===== config.mk =====
export PLATFORM = sky130hd
export DESIGN_NAME = dpmx_top
export DESIGN_NICKNAME = d
export VERILOG_FILES = /design/src/shared/dpmx_pkg.sv /design/src/hw/dpmx_pin.sv /design/src/hw/dpmx_top.sv
export VERILOG_INCLUDE_DIRS = /design/src /design/src/shared
export SDC_FILE = /design/constraint.sdc
export NUM_CORES = 1
export LEC_CHECK = 0
export BUFFER_PORTS_ARGS = -buffer_cell sky130_fd_sc_hd__buf_2
export CORE_UTILIZATION = 40
export CTS_BUF_LIST = sky130_fd_sc_hd__clkbuf_4
export DETAILED_ROUTE_END_ITERATION = 16
export SYNTH_ARGS = -nofsm -noshare
export SYNTH_HDL_FRONTEND = slang
export SYNTH_SLANG_ARGS = --single-unit

===== constraint.sdc =====
create_clock -name clk_sys_i -period 1.5 [get_ports clk_sys_i]
set_input_delay 0.15 -clock clk_sys_i [delete_from_list [all_inputs] [get_ports clk_sys_i]]
set_output_delay 0.15 -clock clk_sys_i [all_outputs]
set_load 0.005 [all_outputs]

===== src/shared/dpmx_consts.svh =====
// Constants for the DSP memory pin multiplexer: offsets, field positions, reset values.
`ifndef DPMX_CONSTS_SVH
`define DPMX_CONSTS_SVH
`define DPMX_OFS_B_DATA 16'h0000
`define DPMX_OFS_B_DIR 16'h0001
`define DPMX_OFS_B_OD 16'h0002
`define DPMX_OFS_B_PIN 16'h0003
`define DPMX_OFS_C_DATA 16'h0004
`define DPMX_OFS_C_DIR 16'h0005
`define DPMX_OFS_C_OD 16'h0006
`define DPMX_OFS_C_PIN 16'h0007
`define DPMX_OFS_D_DATA 16'h0008
`define DPMX_OFS_D_DIR 16'h0009
`define DPMX_OFS_D_PIN 16'h000A
`define DPMX_OFS_PAGE 16'h000B
`define DPMX_OFS_STATUS 16'h000C
`define DPMX_RST_BYTE 8'h00
`define DPMX_BIT_JTAG_TMS 0
`define DPMX_BIT_JTAG_TCK 1
`define DPMX_BIT_A16 2
`define DPMX_BIT_RDYBSY 3
`define DPMX_BIT_ERR 4
`define DPMX_BIT_JTAG_TDI 5
`define DPMX_BIT_JTAG_TDO 6
`define DPMX_BIT_A17 7
`endif


===== src/shared/dpmx_pkg.sv =====
// Types shared by the DSP memory pin multiplexer.
package dpmx_pkg;
    typedef enum logic [1:0] {DPMX_FN_IO, DPMX_FN_MCELL, DPMX_FN_INPUT} dpmx_fn_e;
    typedef struct packed {
        logic [15:0] addr;
        logic wr_n;
        logic rd_n;
        logic bms_n;
    } dpmx_bus_s;
    typedef struct packed {
        logic [7:0] data;
        logic [7:0] dir;
        logic [7:0] od;
    } dpmx_port_s;
    typedef struct packed {
        logic jtag_en;
        logic xjtag_en;
        logic rdybsy_en;
        logic full_mem;
    } dpmx_alt_s;
endpackage


===== src/hw/dpmx_pin.sv =====
// One multiplexed port pin: function select, drive mode and two-flop input sync.
`timescale 1ns/100ps
module dpmx_pin (
    input wire logic clk_sys_i,
    input wire logic rst_i,
    input wire dpmx_pkg::dpmx_fn_e fn_i,
    input wire logic io_data_i,
    input wire logic io_dir_i,
    input wire logic od_i,
    input wire logic mcell_i,
    input wire logic alt_en_i,
    input wire logic alt_val_i,
    input wire logic pad_i,
    output logic pad_o,
    output logic pad_oe_o,
    output logic sync_o
);
    typedef struct packed {
        logic s1;
        logic s2;
        logic o;
        logic oe;
    } dpmx_pin_s;
    dpmx_pin_s q;
    dpmx_pin_s next_q;
    logic lvl;
    logic en;
    logic od_eff;
    always_comb
    begin
        next_q = q;
        next_q.s1 = pad_i;
        next_q.s2 = q.s1;
        lvl = 1'b0;
        en = 1'b0;
        od_eff = od_i & ~alt_en_i;
        if (alt_en_i)
        begin
            lvl = alt_val_i;
            en = 1'b1;
        end
        else
        begin
            case (fn_i)
                dpmx_pkg::DPMX_FN_IO:
                begin
                    lvl = io_data_i;
                    en = io_dir_i;
                end
                dpmx_pkg::DPMX_FN_MCELL:
                begin
                    lvl = mcell_i;
                    en = 1'b1;
                end
                default:
                begin
                    lvl = 1'b0;
                    en = 1'b0;
                end
            endcase
        end
        next_q.o = od_eff ? 1'b0 : lvl;
        next_q.oe = en & ~(od_eff & lvl);
    end
    always_ff @(posedge clk_sys_i)
    begin
        if (rst_i)
            q <= '0;
        else
            q <= next_q;
    end
    assign pad_o = q.o;
    assign pad_oe_o = q.oe;
    assign sync_o = q.s2;
endmodule


===== src/hw/dpmx_top.sv =====
// DSP memory pin multiplexer top: DSP strobe interface, port registers and pin muxing.
`timescale 1ns/100ps
`include "dpmx_consts.svh"
module dpmx_top (
    input wire logic clk_sys_i,
    input wire logic rst_i,
    input wire logic [15:0] dsp_address_in_i,
    input wire logic write_strobe_n_i,
    input wire logic read_strobe_n_i,
    input wire logic byte_mem_select_n_i,
    input wire logic [7:0] upper_data_port_i,
    output logic [7:0] upper_data_port_o,
    output logic upper_data_port_oe_o,
    input wire dpmx_pkg::dpmx_fn_e [7:0] port_b_fn_i,
    input wire dpmx_pkg::dpmx_fn_e [7:0] port_c_fn_i,
    input wire dpmx_pkg::dpmx_alt_s alt_cfg_i,
    input wire logic [7:0] mcell_b_i,
    input wire logic [7:0] mcell_c_i,
    input wire logic isp_status_i,
    input wire logic isp_error_i,
    input wire logic isp_tdo_i,
    input wire logic flash_busy_i,
    input wire logic [7:0] port_b_i,
    output logic [7:0] port_b_o,
    output logic [7:0] port_b_oe_o,
    input wire logic [7:0] port_c_i,
    output logic [7:0] port_c_o,
    output logic [7:0] port_c_oe_o,
    input wire logic [2:0] port_d_i,
    output logic [2:0] port_d_o,
    output logic [2:0] port_d_oe_o,
    output logic [7:0] pld_in_b_o,
    output logic [7:0] pld_in_c_o,
    output logic [2:0] pld_in_d_o,
    output logic [17:0] decode_addr_o,
    output logic byte_space_select_o,
    output logic [7:0] page_o
);
    // ******************************************************
    // State
    // ******************************************************
    typedef struct packed {
        logic [2:0] s_wr;
        logic [2:0] s_rd;
        logic [1:0] s_bms;
        logic [15:0] a1;
        logic [15:0] a2;
        logic [7:0] d1;
        logic [7:0] d2;
        dpmx_pkg::dpmx_port_s pb;
        dpmx_pkg::dpmx_port_s pc;
        logic [2:0] pd_data;
        logic [2:0] pd_dir;
        logic [7:0] page;
        logic [7:0] rdata;
        logic rd_oe;
        logic [17:0] dec;
        logic byte_space_select;
        dpmx_pkg::dpmx_alt_s alt;
    } dpmx_top_s;
    dpmx_top_s q;
    dpmx_top_s next_q;
    logic [7:0] b_sync;
    logic [7:0] c_sync;
    logic [2:0] d_sync;
    logic [7:0] c_alt_en;
    logic [7:0] c_alt_val;
    logic [7:0] b_od;
    logic wr_fall;
    // ******************************************************
    // Alternate functions on Port C
    // ******************************************************
    always_comb
    begin
        c_alt_en = 8'h00;
        c_alt_val = 8'h00;
        c_alt_en[`DPMX_BIT_JTAG_TDO] = q.alt.jtag_en;
        c_alt_val[`DPMX_BIT_JTAG_TDO] = isp_tdo_i;
        if (q.alt.rdybsy_en)
        begin
            c_alt_en[`DPMX_BIT_RDYBSY] = 1'b1;
            c_alt_val[`DPMX_BIT_RDYBSY] = ~flash_busy_i;
        end
        else if (q.alt.xjtag_en)
        begin
            c_alt_en[`DPMX_BIT_RDYBSY] = 1'b1;
            c_alt_val[`DPMX_BIT_RDYBSY] = isp_status_i;
        end
        c_alt_en[`DPMX_BIT_ERR] = q.alt.xjtag_en;
        c_alt_val[`DPMX_BIT_ERR] = isp_error_i;
        b_od = {4'h0, q.pb.od[3:0]};
    end
    // ******************************************************
    // Pins
    // ******************************************************
    genvar gi;
    generate
        for (gi = 0; gi < 8; gi++)
        begin : g_bc
            dpmx_pin u_b (
                .clk_sys_i(clk_sys_i),
                .rst_i(rst_i),
                .fn_i(port_b_fn_i[gi]),
                .io_data_i(q.pb.data[gi]),
                .io_dir_i(q.pb.dir[gi]),
                .od_i(b_od[gi]),
                .mcell_i(mcell_b_i[gi]),
                .alt_en_i(1'b0),
                .alt_val_i(1'b0),
                .pad_i(port_b_i[gi]),
                .pad_o(port_b_o[gi]),
                .pad_oe_o(port_b_oe_o[gi]),
                .sync_o(b_sync[gi])
            );
            dpmx_pin u_c (
                .clk_sys_i(clk_sys_i),
                .rst_i(rst_i),
                .fn_i(port_c_fn_i[gi]),
                .io_data_i(q.pc.data[gi]),
                .io_dir_i(q.pc.dir[gi]),
                .od_i(q.pc.od[gi]),
                .mcell_i(mcell_c_i[gi]),
                .alt_en_i(c_alt_en[gi]),
                .alt_val_i(c_alt_val[gi]),
                .pad_i(port_c_i[gi]),
                .pad_o(port_c_o[gi]),
                .pad_oe_o(port_c_oe_o[gi]),
                .sync_o(c_sync[gi])
            );
        end
        for (gi = 0; gi < 3; gi++)
        begin : g_d
            dpmx_pin u_d (
                .clk_sys_i(clk_sys_i),
                .rst_i(rst_i),
                .fn_i(dpmx_pkg::DPMX_FN_IO),
                .io_data_i(q.pd_data[gi]),
                .io_dir_i(q.pd_dir[gi]),
                .od_i(1'b0),
                .mcell_i(1'b0),
                .alt_en_i(1'b0),
                .alt_val_i(1'b0),
                .pad_i(port_d_i[gi]),
                .pad_o(port_d_o[gi]),
                .pad_oe_o(port_d_oe_o[gi]),
                .sync_o(d_sync[gi])
            );
        end
    endgenerate
    // ******************************************************
    // DSP bus and registers
    // ******************************************************
    assign wr_fall = ~q.s_wr[1] & q.s_wr[2];
    always_comb
    begin
        next_q = q;
        next_q.s_wr = {q.s_wr[1:0], write_strobe_n_i};
        next_q.s_rd = {q.s_rd[1:0], read_strobe_n_i};
        next_q.s_bms = {q.s_bms[0], byte_mem_select_n_i};
        next_q.a1 = dsp_address_in_i;
        next_q.a2 = q.a1;
        next_q.d1 = upper_data_port_i;
        next_q.d2 = q.d1;
        next_q.byte_space_select = ~q.s_bms[1];
        next_q.dec = {c_sync[`DPMX_BIT_A17] & q.alt.full_mem,
            c_sync[`DPMX_BIT_A16] & q.alt.full_mem,
            q.a2};
        if (wr_fall)
        begin
            case (q.a2)
                `DPMX_OFS_B_DATA: next_q.pb.data = q.d2;
                `DPMX_OFS_B_DIR: next_q.pb.dir = q.d2;
                `DPMX_OFS_B_OD: next_q.pb.od = {4'h0, q.d2[3:0]};
                `DPMX_OFS_C_DATA: next_q.pc.data = q.d2;
                `DPMX_OFS_C_DIR: next_q.pc.dir = q.d2;
                `DPMX_OFS_C_OD: next_q.pc.od = q.d2;
                `DPMX_OFS_D_DATA: next_q.pd_data = q.d2[2:0];
                `DPMX_OFS_D_DIR: next_q.pd_dir = q.d2[2:0];
                `DPMX_OFS_PAGE: next_q.page = q.d2;
                default: next_q.page = q.page;
            endcase
        end
        case (q.a2)
            `DPMX_OFS_B_DATA: next_q.rdata = q.pb.data;
            `DPMX_OFS_B_DIR: next_q.rdata = q.pb.dir;
            `DPMX_OFS_B_OD: next_q.rdata = q.pb.od;
            `DPMX_OFS_B_PIN: next_q.rdata = b_sync;
            `DPMX_OFS_C_DATA: next_q.rdata = q.pc.data;
            `DPMX_OFS_C_DIR: next_q.rdata = q.pc.dir;
            `DPMX_OFS_C_OD: next_q.rdata = q.pc.od;
            `DPMX_OFS_C_PIN: next_q.rdata = c_sync;
            `DPMX_OFS_D_DATA: next_q.rdata = {5'h00, q.pd_data};
            `DPMX_OFS_D_DIR: next_q.rdata = {5'h00, q.pd_dir};
            `DPMX_OFS_D_PIN: next_q.rdata = {5'h00, d_sync};
            `DPMX_OFS_PAGE: next_q.rdata = q.page;
            `DPMX_OFS_STATUS: next_q.rdata = {7'h00, ~flash_busy_i};
            default: next_q.rdata = `DPMX_RST_BYTE;
        endcase
        next_q.rd_oe = ~q.s_rd[1];
    end
    always_ff @(posedge clk_sys_i)
    begin
        if (rst_i)
        begin
            q <= '0;
            q.s_wr <= 3'h7;
            q.s_rd <= 3'h7;
            q.s_bms <= 2'h3;
        end
        else
        begin
            q <= next_q;
            q.alt <= alt_cfg_i;
        end
    end
    assign upper_data_port_o = q.rdata;
    assign upper_data_port_oe_o = q.rd_oe;
    assign pld_in_b_o = b_sync;
    assign pld_in_c_o = c_sync;
    assign pld_in_d_o = d_sync;
    assign decode_addr_o = q.dec;
    assign byte_space_select_o = q.byte_space_select;
    assign page_o = q.page;
endmodule


==> results of run 1 <==
area by class of cell:
cell class | instances | area, µm² | share of cell area, %
Timing Repair Buffer | 419 | 3230 | 26.5
Sequential cell | 221 | 4440 | 36.4
Clock buffer | 79 | 593 | 4.87
Inverter | 7 | 26.3 | 0.216
Antenna cell | 1 | 2.50 | 0.0205
Multi-Input combinational cell | 445 | 3460 | 28.4
Clock inverter | 21 | 93.8 | 0.770
Tap cell | 275 | 344 | 2.82
final timing paths:
kind,startpoint,end,slack (ns)
hold reg to reg,q[143],byte_space_select_o,0.38
hold / removal,rst_i,next_q[148],0.06
setup / recovery,next_q[16],q[89],-0.22
setup reg to reg,next_q[16],q[89],-0.22
timing repair:
action                                  CTS  global route
hold buffers                            156             0
pin swaps                                12            26
gates cloned                              2             1
endpoints found under the hold margin   133             0
endpoints found under the setup margin   67            72
resized for setup                        34            46
buffers inserted                          3            10
power by group through the flow:
stage / Sequential (W) / Combinational, W / Clock (W)
final: 0.00612 / 0.00116 / 0.00479
after global routing: 0.00613 / 0.00125 / 0.00534
after CTS: 0.00612 / 0.00109 / 0.00497
after detailed placement: 0.00625 / 0.000765 / 0
after global placement: 0.00624 / 0.000761 / 0
after floorplan: 0.00621 / 0.000473 / 0
cell usage after synthesis, types with 8 or more instances:
cell type | n | area (µm²)
sky130_fd_sc_hd__nand2_1 | 11 | 41.3
sky130_fd_sc_hd__mux2_2 | 17 | 191
sky130_fd_sc_hd__mux2i_1 | 67 | 671
sky130_fd_sc_hd__and3_1 | 8 | 50.1
sky130_fd_sc_hd__clkbuf_1 | 28 | 105
sky130_fd_sc_hd__o21ai_0 | 10 | 50.1
sky130_fd_sc_hd__nand3_1 | 18 | 90.1
sky130_fd_sc_hd__nor4b_1 | 9 | 78.8
sky130_fd_sc_hd__nor3_1 | 13 | 65.1
sky130_fd_sc_hd__dfxtp_1 | 221 | 4420
sky130_fd_sc_hd__nand2b_1 | 58 | 363
sky130_fd_sc_hd__nor2_1 | 32 | 120
sky130_fd_sc_hd__buf_2 | 10 | 50.1
sky130_fd_sc_hd__or2_2 | 8 | 50.1
sky130_fd_sc_hd__nor2b_1 | 111 | 694
sky130_fd_sc_hd__buf_4 | 94 | 706
sky130_fd_sc_hd__a2111oi_0 | 8 | 70.1
sky130_fd_sc_hd__a21oi_1 | 11 | 55.1
per-stage QoR:
| step | hold slack, ns | power, W |
|---|---|---|
| final | 0.0620 | 0.0121 |
| after global routing | 0.0160 | 0.0127 |
| after CTS | 0.00204 | 0.0122 |
| after detailed placement | 0.331 | 0.00701 |
| after global placement | 0.330 | 0.00701 |
| after floorplan | 0.227 | 0.00669 |
state kept, by name, indices dropped and copies added (netlist names):
name	cells
page_o	8
b_od	4
decode_addr_o	18
g_bc.u_b.pad_oe_o	8
g_bc.u_b.next_q	8
upper_data_port_oe_o	1
c_alt_en	2
g_bc.u_c.sync_o	8
g_bc.u_c.pad_oe_o	8
g_bc.u_c.next_q	8
q	56
g_d.u_d.pad_o	3
g_d.u_d.sync_o	3
next_q	47
byte_space_select_o	1
g_bc.u_c.pad_o	8
g_bc.u_b.sync_o	8
g_bc.u_b.pad_o	8
upper_data_port_o	8
g_d.u_d.next_q	3
g_d.u_d.pad_oe_o	3
metal layers:
layer | up-vias | track usage, % | wire, µm | share of wire [%]
li1 | 3375 | - | - | -
met1 | 3166 | 25.7 | 10100 | 44
met2 | 212 | 34.8 | 11100 | 48
met3 | 54 | 4.69 | 1230 | 5.3
met4 | 0 | 8.92 | 656 | 2.8
met5 | - | 0 | 0 | 0
worst register-to-register path, delay by kind of cell, from the launching register on:
family / cells / cell delay (ns)
buf+inv: 1 / 0.15
flops: 1 / 0.33
mux: 1 / 0.20
simple gates: 3 / 0.92
cells by family (layout without fill, tap and decap cells):
logic type / count (synthesis) / count (layout) / share of synthesized area [%]
simple gates: 293 / 293 / 21.2
mux: 87 / 87 / 10.9
buf+inv: 145 / 526 / 10.9
other cells: 0 / 1 / 0
flops: 221 / 221 / 51.7
compound gates: 65 / 65 / 5.41
==> metrics.md, run 1 <==
| Metric | Value |
|---|---|
| Filler cell count | 1798 |
| Post-route DRC | 0 |
| Detailed Place HPWL | 14.7 mm |
| Count of flip-flops with a built-in enable after synthesis | 0 |
| Wire length of the first global-routing pass | 35.0 mm |
| Cell chain of the critical path | nor4_4 -> and4_1 -> buf_12 -> and3_4 -> mux2i_1 |
| Floorplan die height | 148 µm |
| Overall Global Routing Usage | between 20% and 30% |
| Net count of the mapped netlist | 915 |
| Sequential share of the synthesized area | 51.7% |
| 1st-pass router iterations | 4 |
| TritonCTS clock tree | yes |
| Worst setup margin | -0.220 ns |
| Area of placed instances | roughly 0.0095 mm² |
| Comb pwr share | under 10% |
| Post-CTS clock slew at the launch and capture registers of the worst setup and hold paths | approximately 0.07 ns |
| Worst vdd ir | 0.000703 V |
| Area inside the core boundary | 0.0210 mm² |
| Share of layout cells above drive strength 1 | 36.4% |
| Max Fanout on Critical Path | 8 |
| Count of distinct cell types in the synthesized netlist | between 40 and 50 |
| Setup repair after global routing missed its margin | yes |
| Static Leakage | between 5 and 6 nW |
| Internal power of the cells | 0.00918 W |
| Synthesized area divided by synthesized cell count | 10.6 µm² |
| Number of top-level design ports | 197 |
| Count of input and output buffers | roughly 200 |
| Cell area after layout | 0.0122 mm² |
| Wire length reported by the detailed router | 23.1 mm |
| Highest clock rate | 0.581 GHz |
| Critical path buffers and inverters | 1 |
| Max transition margin | 33.1% |
| Synthesized netlist cell count | 811 |
| Initial core utilization | roughly two fifths |
| Detail-routed net length per standard cell | 15.7 µm |
| Post-layout net count | 1254 |
| CP delay by family, top | simple AND/OR/NAND/NOR gates |
| Worst setup EP type | flip-flop |
| Weighted congestion at the end of routability-driven global placement | 0.847 |
| Number of core rows | 53 |
| Clock root buffer | sky130_fd_sc_hd__clkbuf_4 |
| Relative contribution of the clock network to total power | roughly 40% |
| Global route overflow | 0 |
| Fin cells | around 1500 |
| Worst-Margin Slew | approximately 1.0 ns |
| Count of final max-slew check failures | 0 |
| Deepest clock path buffer count | 3 |
| Die Span X | ~150 µm |
| Vias in the first global route | roughly 6800 |
| Worst slack at placement | -0.177 ns |
| Sw frac | 24.0% |
| Cell count of the worst reg-to-reg path | 5 |
| Violated checks | setup timing |
| Largest net degree at the start of global routing | 41 |
| Die area | 0.0220 mm² |
| Count of H-tree levels built during CTS | 2 |
| Net switching power of the design | 0.00289 W |
| Antenna violations before repair | 2 |
| Post-route antenna net violation count | 0 |
| Post-synthesis async set-or-reset flop share | 0% |
| Via count of the routed design | 6807 |
| Slowest stage cell on the critical path | sky130_fd_sc_hd__nor4_4 |
| Synth-to-Final Area Change | 42.3% |
| Most common cell after layout, fill and taps aside | sky130_fd_sc_hd__dfxtp_1 |
| Most common flop cell mapped by yosys | sky130_fd_sc_hd__dfxtp_1 |
| Commonest cells after routing, fill and taps aside | 211 x sky130_fd_sc_hd__dfxtp_1, 195 x sky130_fd_sc_hd__buf_2, 156 x sky130_fd_sc_hd__dlygate4sd3_1 |
| Critical Path Source Type | flip-flop |
| Worst clock skew | approximately 0.045 ns |
| Register bit count reported by yosys | 221 |
| Critical Setup Path Class | reg2reg |
| Finish-stage setup viols | between 60 and 70 |
| Number of clock sinks | 221 |
| Delay of the slowest critical-path stage | 0.35 ns |
| Yosys Warn Count | 0 |
| Sum of negative setup slack | -8.33 ns |
| Result of the run | finished, violations left |
| Register share of total power | 50.7% |
| Avg Vias per Cell | 4.64 |
| Portion of the clock cycle consumed by the worst path in the final layout | 115% |
| Depth of the critical timing path with buffers and inverters included | 5 |
| Count of endpoints failing hold in the final timing report | 0 |
| Number of violations reported at the end of detailed-routing iteration 0 | ~240 |
| Worst hold path type | in2reg |
| Max-cap viol count | 0 |
| Clk_lat worst skew | 0.69 ns |
| Worst Path Required | 2.09 ns |
| Count of cells along the worst hold path | 3 |
| Core occupancy in the finished layout | 58.0% |
| Post-route minimum period | 1.72 ns |
| Power density cells | 991 mW/mm² |
| Cell Area, Synth | 0.00856 mm² |
| Number of placed instances with taps included | ~1200 |
| Clock buffer count from CTS | 56 |
| Data arrival, critical path | 2.31 ns |
No activity file was read; power rests on OpenSTA's default activity.
==> run 2, diff against run 1 <==
--- a/config.mk
+++ b/config.mk
@@ -7,6 +7,7 @@
 export NUM_CORES = 1
 export LEC_CHECK = 0
 export BUFFER_PORTS_ARGS = -buffer_cell sky130_fd_sc_hd__buf_2
+export CORE_ASPECT_RATIO = 1.5
 export CORE_UTILIZATION = 40
 export CTS_BUF_LIST = sky130_fd_sc_hd__clkbuf_4
 export DETAILED_ROUTE_END_ITERATION = 16
==> run 2 against run 1 <==
Net effect: the run still ends with setup timing left; hold slack got worse by 0.014 ns; sequential power about the same; critical path depth increased by 2; maximum frequency increased by 4.8%; non-clock buffer count decreased by 22; global-route usage decreased by 1.1 points; sequential share of layout area increased by 1.1 points.
==> metrics.md, run 2 (synthesized netlist as in run 1, its figures left out) <==
| Metric | Value |
|---|---|
| Delay of the slowest critical-path stage | 0.34 ns (about the same) |
| Overall Global Routing Usage | 19.7% (-1.1 points) |
| Die Span X | 121 µm (-18%) |
| Critical Setup Path Class | reg2reg |
| Top register by number of flip-flops | q |
| Post-route DRC | 0 (unchanged) |
| WHS | 0.0477 ns (-0.0143 ns) |
| Finish-stage setup viols | 66 (+6.5%) |
| Number of top-level design ports | 197 (unchanged) |
| Wire length of the first global-routing pass | 33.5 mm (-4.4%) |
| Cell count of the worst reg-to-reg path | 7 (+2) |
| Wire length on met2 | 11.2 mm (+0.94%) |
| Worst hold path type | in2reg |
| Avg Vias per Cell | 4.65 (+0.19%) |
| Vias in the first global route | 6779 (+0.10%) |
| Flip-flop count of the largest register after layout | 56 (unchanged) |
| Number of core rows | 65 (+23%) |
| Global route overflow | 0 (unchanged) |
| Synth-to-Final Area Change | 38.1% |
| Internal power of the cells | 0.00931 W (+1.4%) |
| Hold wc startpoint | rst_i |
| TritonCTS clock tree | yes |
| Wire length reported by the detailed router | 21.6 mm (-6.5%) |
| Largest net degree at the start of global routing | 55 (+34%) |
| Launch point of the worst reg-to-reg path | next_q[13] |
| Post-layout net count | 1229 (-2.0%) |
| Via count of the routed design | 6611 (-2.9%) |
| Comb pwr share | 9.2% (-0.4 points) |
| Result of the run | finished, violations left |
| Worst setup EP type | flip-flop |
| Top Metal Used | met4 |
| Worst setup margin | -0.141 ns (+0.0790 ns) |
| Relative contribution of the clock network to total power | 40.0% (+0.3 points) |
| Worst clock skew | 0.0342 ns (-0.0106 ns) |
| Detailed Place HPWL | 14.4 mm (-1.7%) |
| WHS Endpoint | page_o[4] |
| Power density cells | 1020 mW/mm² (+2.6%) |
| Post-route antenna net violation count | 0 (unchanged) |
| Highest clock rate | 0.610 GHz (+4.8%) |
| Weighted congestion at the end of routability-driven global placement | 0.848 (about the same) |
| Count of H-tree levels built during CTS | 2 (unchanged) |
| Post-CTS clock slew at the launch and capture registers of the worst setup and hold paths | 0.07 ns (about the same) |
| Floorplan die height | 181 µm (+22%) |
| Filler cell count | 1846 (+2.7%) |
| Net switching power of the design | 0.00272 W (-6.0%) |
| Antenna violations before repair | 1 (-1) |
| End of the worst register-to-register path | upper_data_port_o[0] |
| Sum of negative setup slack | -4.28 ns (+4.05 ns) |
| Max Fanout on Critical Path | 6 (-2) |
| Worst vdd ir | 0.000699 V (-0.69%) |
| Met1 Wirelength | 8.70 mm (-14%) |
| Data arrival, critical path | 2.22 ns (-0.09 ns) |
| Setup repair after global routing missed its margin | yes |
| Most common cell after layout, fill and taps aside | sky130_fd_sc_hd__dfxtp_1 |
| Clock buffer count from CTS | 53 (-5.4%) |
| Die area | 0.0220 mm² (about the same) |
| Post-route minimum period | 1.64 ns (-0.0790 ns) |
| Count of final max-slew check failures | 0 (unchanged) |
| Critical Path Source Type | flip-flop |
| Cell chain of the critical path | nor4_4 -> buf_4 -> and3_4 -> buf_12 -> buf_6 -> nand3_1 -> a41oi_2 |
| Clk_lat worst skew | 0.66 ns (-0.03 ns) |
| Count of cells along the worst hold path | 3 (unchanged) |
| Commonest cells after routing, fill and taps aside | 212 x sky130_fd_sc_hd__dfxtp_1, 195 x sky130_fd_sc_hd__buf_2, 135 x sky130_fd_sc_hd__dlygate4sd3_1 |
| Worst R2R Setup Slack | -0.14 ns (+0.08 ns) |
| Worst slack at placement | -0.142 ns (+0.0347 ns) |
| Initial core utilization | 40.8% (+0.075 points) |
| Share of layout cells above drive strength 1 | 37.1% (+0.71 points) |
| Count of endpoints failing hold in the final timing report | 0 (unchanged) |
| Count of input and output buffers | 196 (unchanged) |
| Worst Path Required | 2.08 ns (about the same) |
| Worst-Margin Slew | 0.572 ns (-0.428 ns) |
| Number of clock sinks | 221 (unchanged) |
| Slowest stage cell on the critical path | sky130_fd_sc_hd__dfxtp_2 |
| Clock root buffer | sky130_fd_sc_hd__clkbuf_4 |
| Max-cap viol count | 0 (unchanged) |
| Area inside the core boundary | 0.0210 mm² (-0.18%) |
| Number of violations reported at the end of detailed-routing iteration 0 | 267 (+14%) |
| 1st-pass router iterations | 4 (unchanged) |
| Routed length on met3 | 1.04 mm (-15%) |
| Portion of the clock cycle consumed by the worst path in the final layout | 109% (-5.3 points) |
| Static Leakage | 5.26 nW (-3.1%) |
| Register share of total power | 50.9% (+0.2 points) |
| Max transition margin | 61.7% (+29 points) |
| Detail-routed net length per standard cell | 15.2 µm (-3.5%) |
| Sw frac | 22.6% (-1.4 points) |
| Deepest clock path buffer count | 3 (unchanged) |
| Violated checks | setup timing |
[run 2: repair_timing]
| action | CTS | global route |
|---|---|---|
| hold endpoints to repair | 92 | 1 |
| cloned | 1 | 0 |
| resized for setup | 34 | 47 |
| setup endpoints to repair | 66 | 78 |
| setup buffers | 4 | 4 |
| pin swaps | 23 | 17 |
| hold buffers | 136 | 1 |
[run 2: power by group through the flow]
stage / Clock (W) / Combinational (W) / Sequential, W
detailed placement: 0 / 0.000761 / 0.00624
global route: 0.00528 / 0.00120 / 0.00613
global placement: 0 / 0.000753 / 0.00624
finish: 0.00481 / 0.00110 / 0.00612
floorplan: 0 / 0.000473 / 0.00621
CTS: 0.00499 / 0.00106 / 0.00612
[run 2: through the flow]
step                      power (W)  std cells  area (µm²)  utilization (%)
after floorplan             0.00669        811        8570                -
after global placement      0.00699       1194        9450             45.0
after detailed placement    0.00700       1194        9450             45.0
after CTS                    0.0122       1418       11600             55.5
after global routing         0.0126       1423       11800             56.4
final                        0.0120       1423       11800             56.4
[run 2: worst max path at each step]
| stage | start | to | slack [ns] | depth (start not counted) |
|---|---|---|---|---|
| final | next_q[13] | upper_data_port_o[0] | -0.14 | 7 |
| after global routing | next_q[16] | q[93] | -0.27 | 5 |
| after CTS | next_q[10] | q[89] | -0.16 | 5 |
| after detailed placement | next_q[13] | q[87] | -0.14 | 5 |
| after global placement | next_q[20] | upper_data_port_o[1] | -0.1 | 6 |
| after floorplan | next_q[9] | q[89] | -0.02 | 6 |
[run 2: worst max-delay path: cells and delay by family, from the launching register on]
kind            cells  cell delay, ns
simple gates        3            0.63
flops               1            0.34
compound gates      1            0.19
buf+inv             3            0.40
[run 2: cell type report]
type	count	area, µm²	area share [%]
sequential	221	4440	37.5
multi-input combinational	445	3430	29.0
timing repair buffer	397	2940	24.9
clock buffer	75	563	4.76
tap	268	335	2.84
clock inverter	8	83.8	0.709
inverter	7	26.3	0.222
antenna	2	5.00	0.0423
[run 2: layer usage]
layer	global-route usage [%]	vias up
met4	8.64	0
met2	35.0	200
met5	0	-
met3	4.48	39
met1	21.9	3072
li1	-	3300
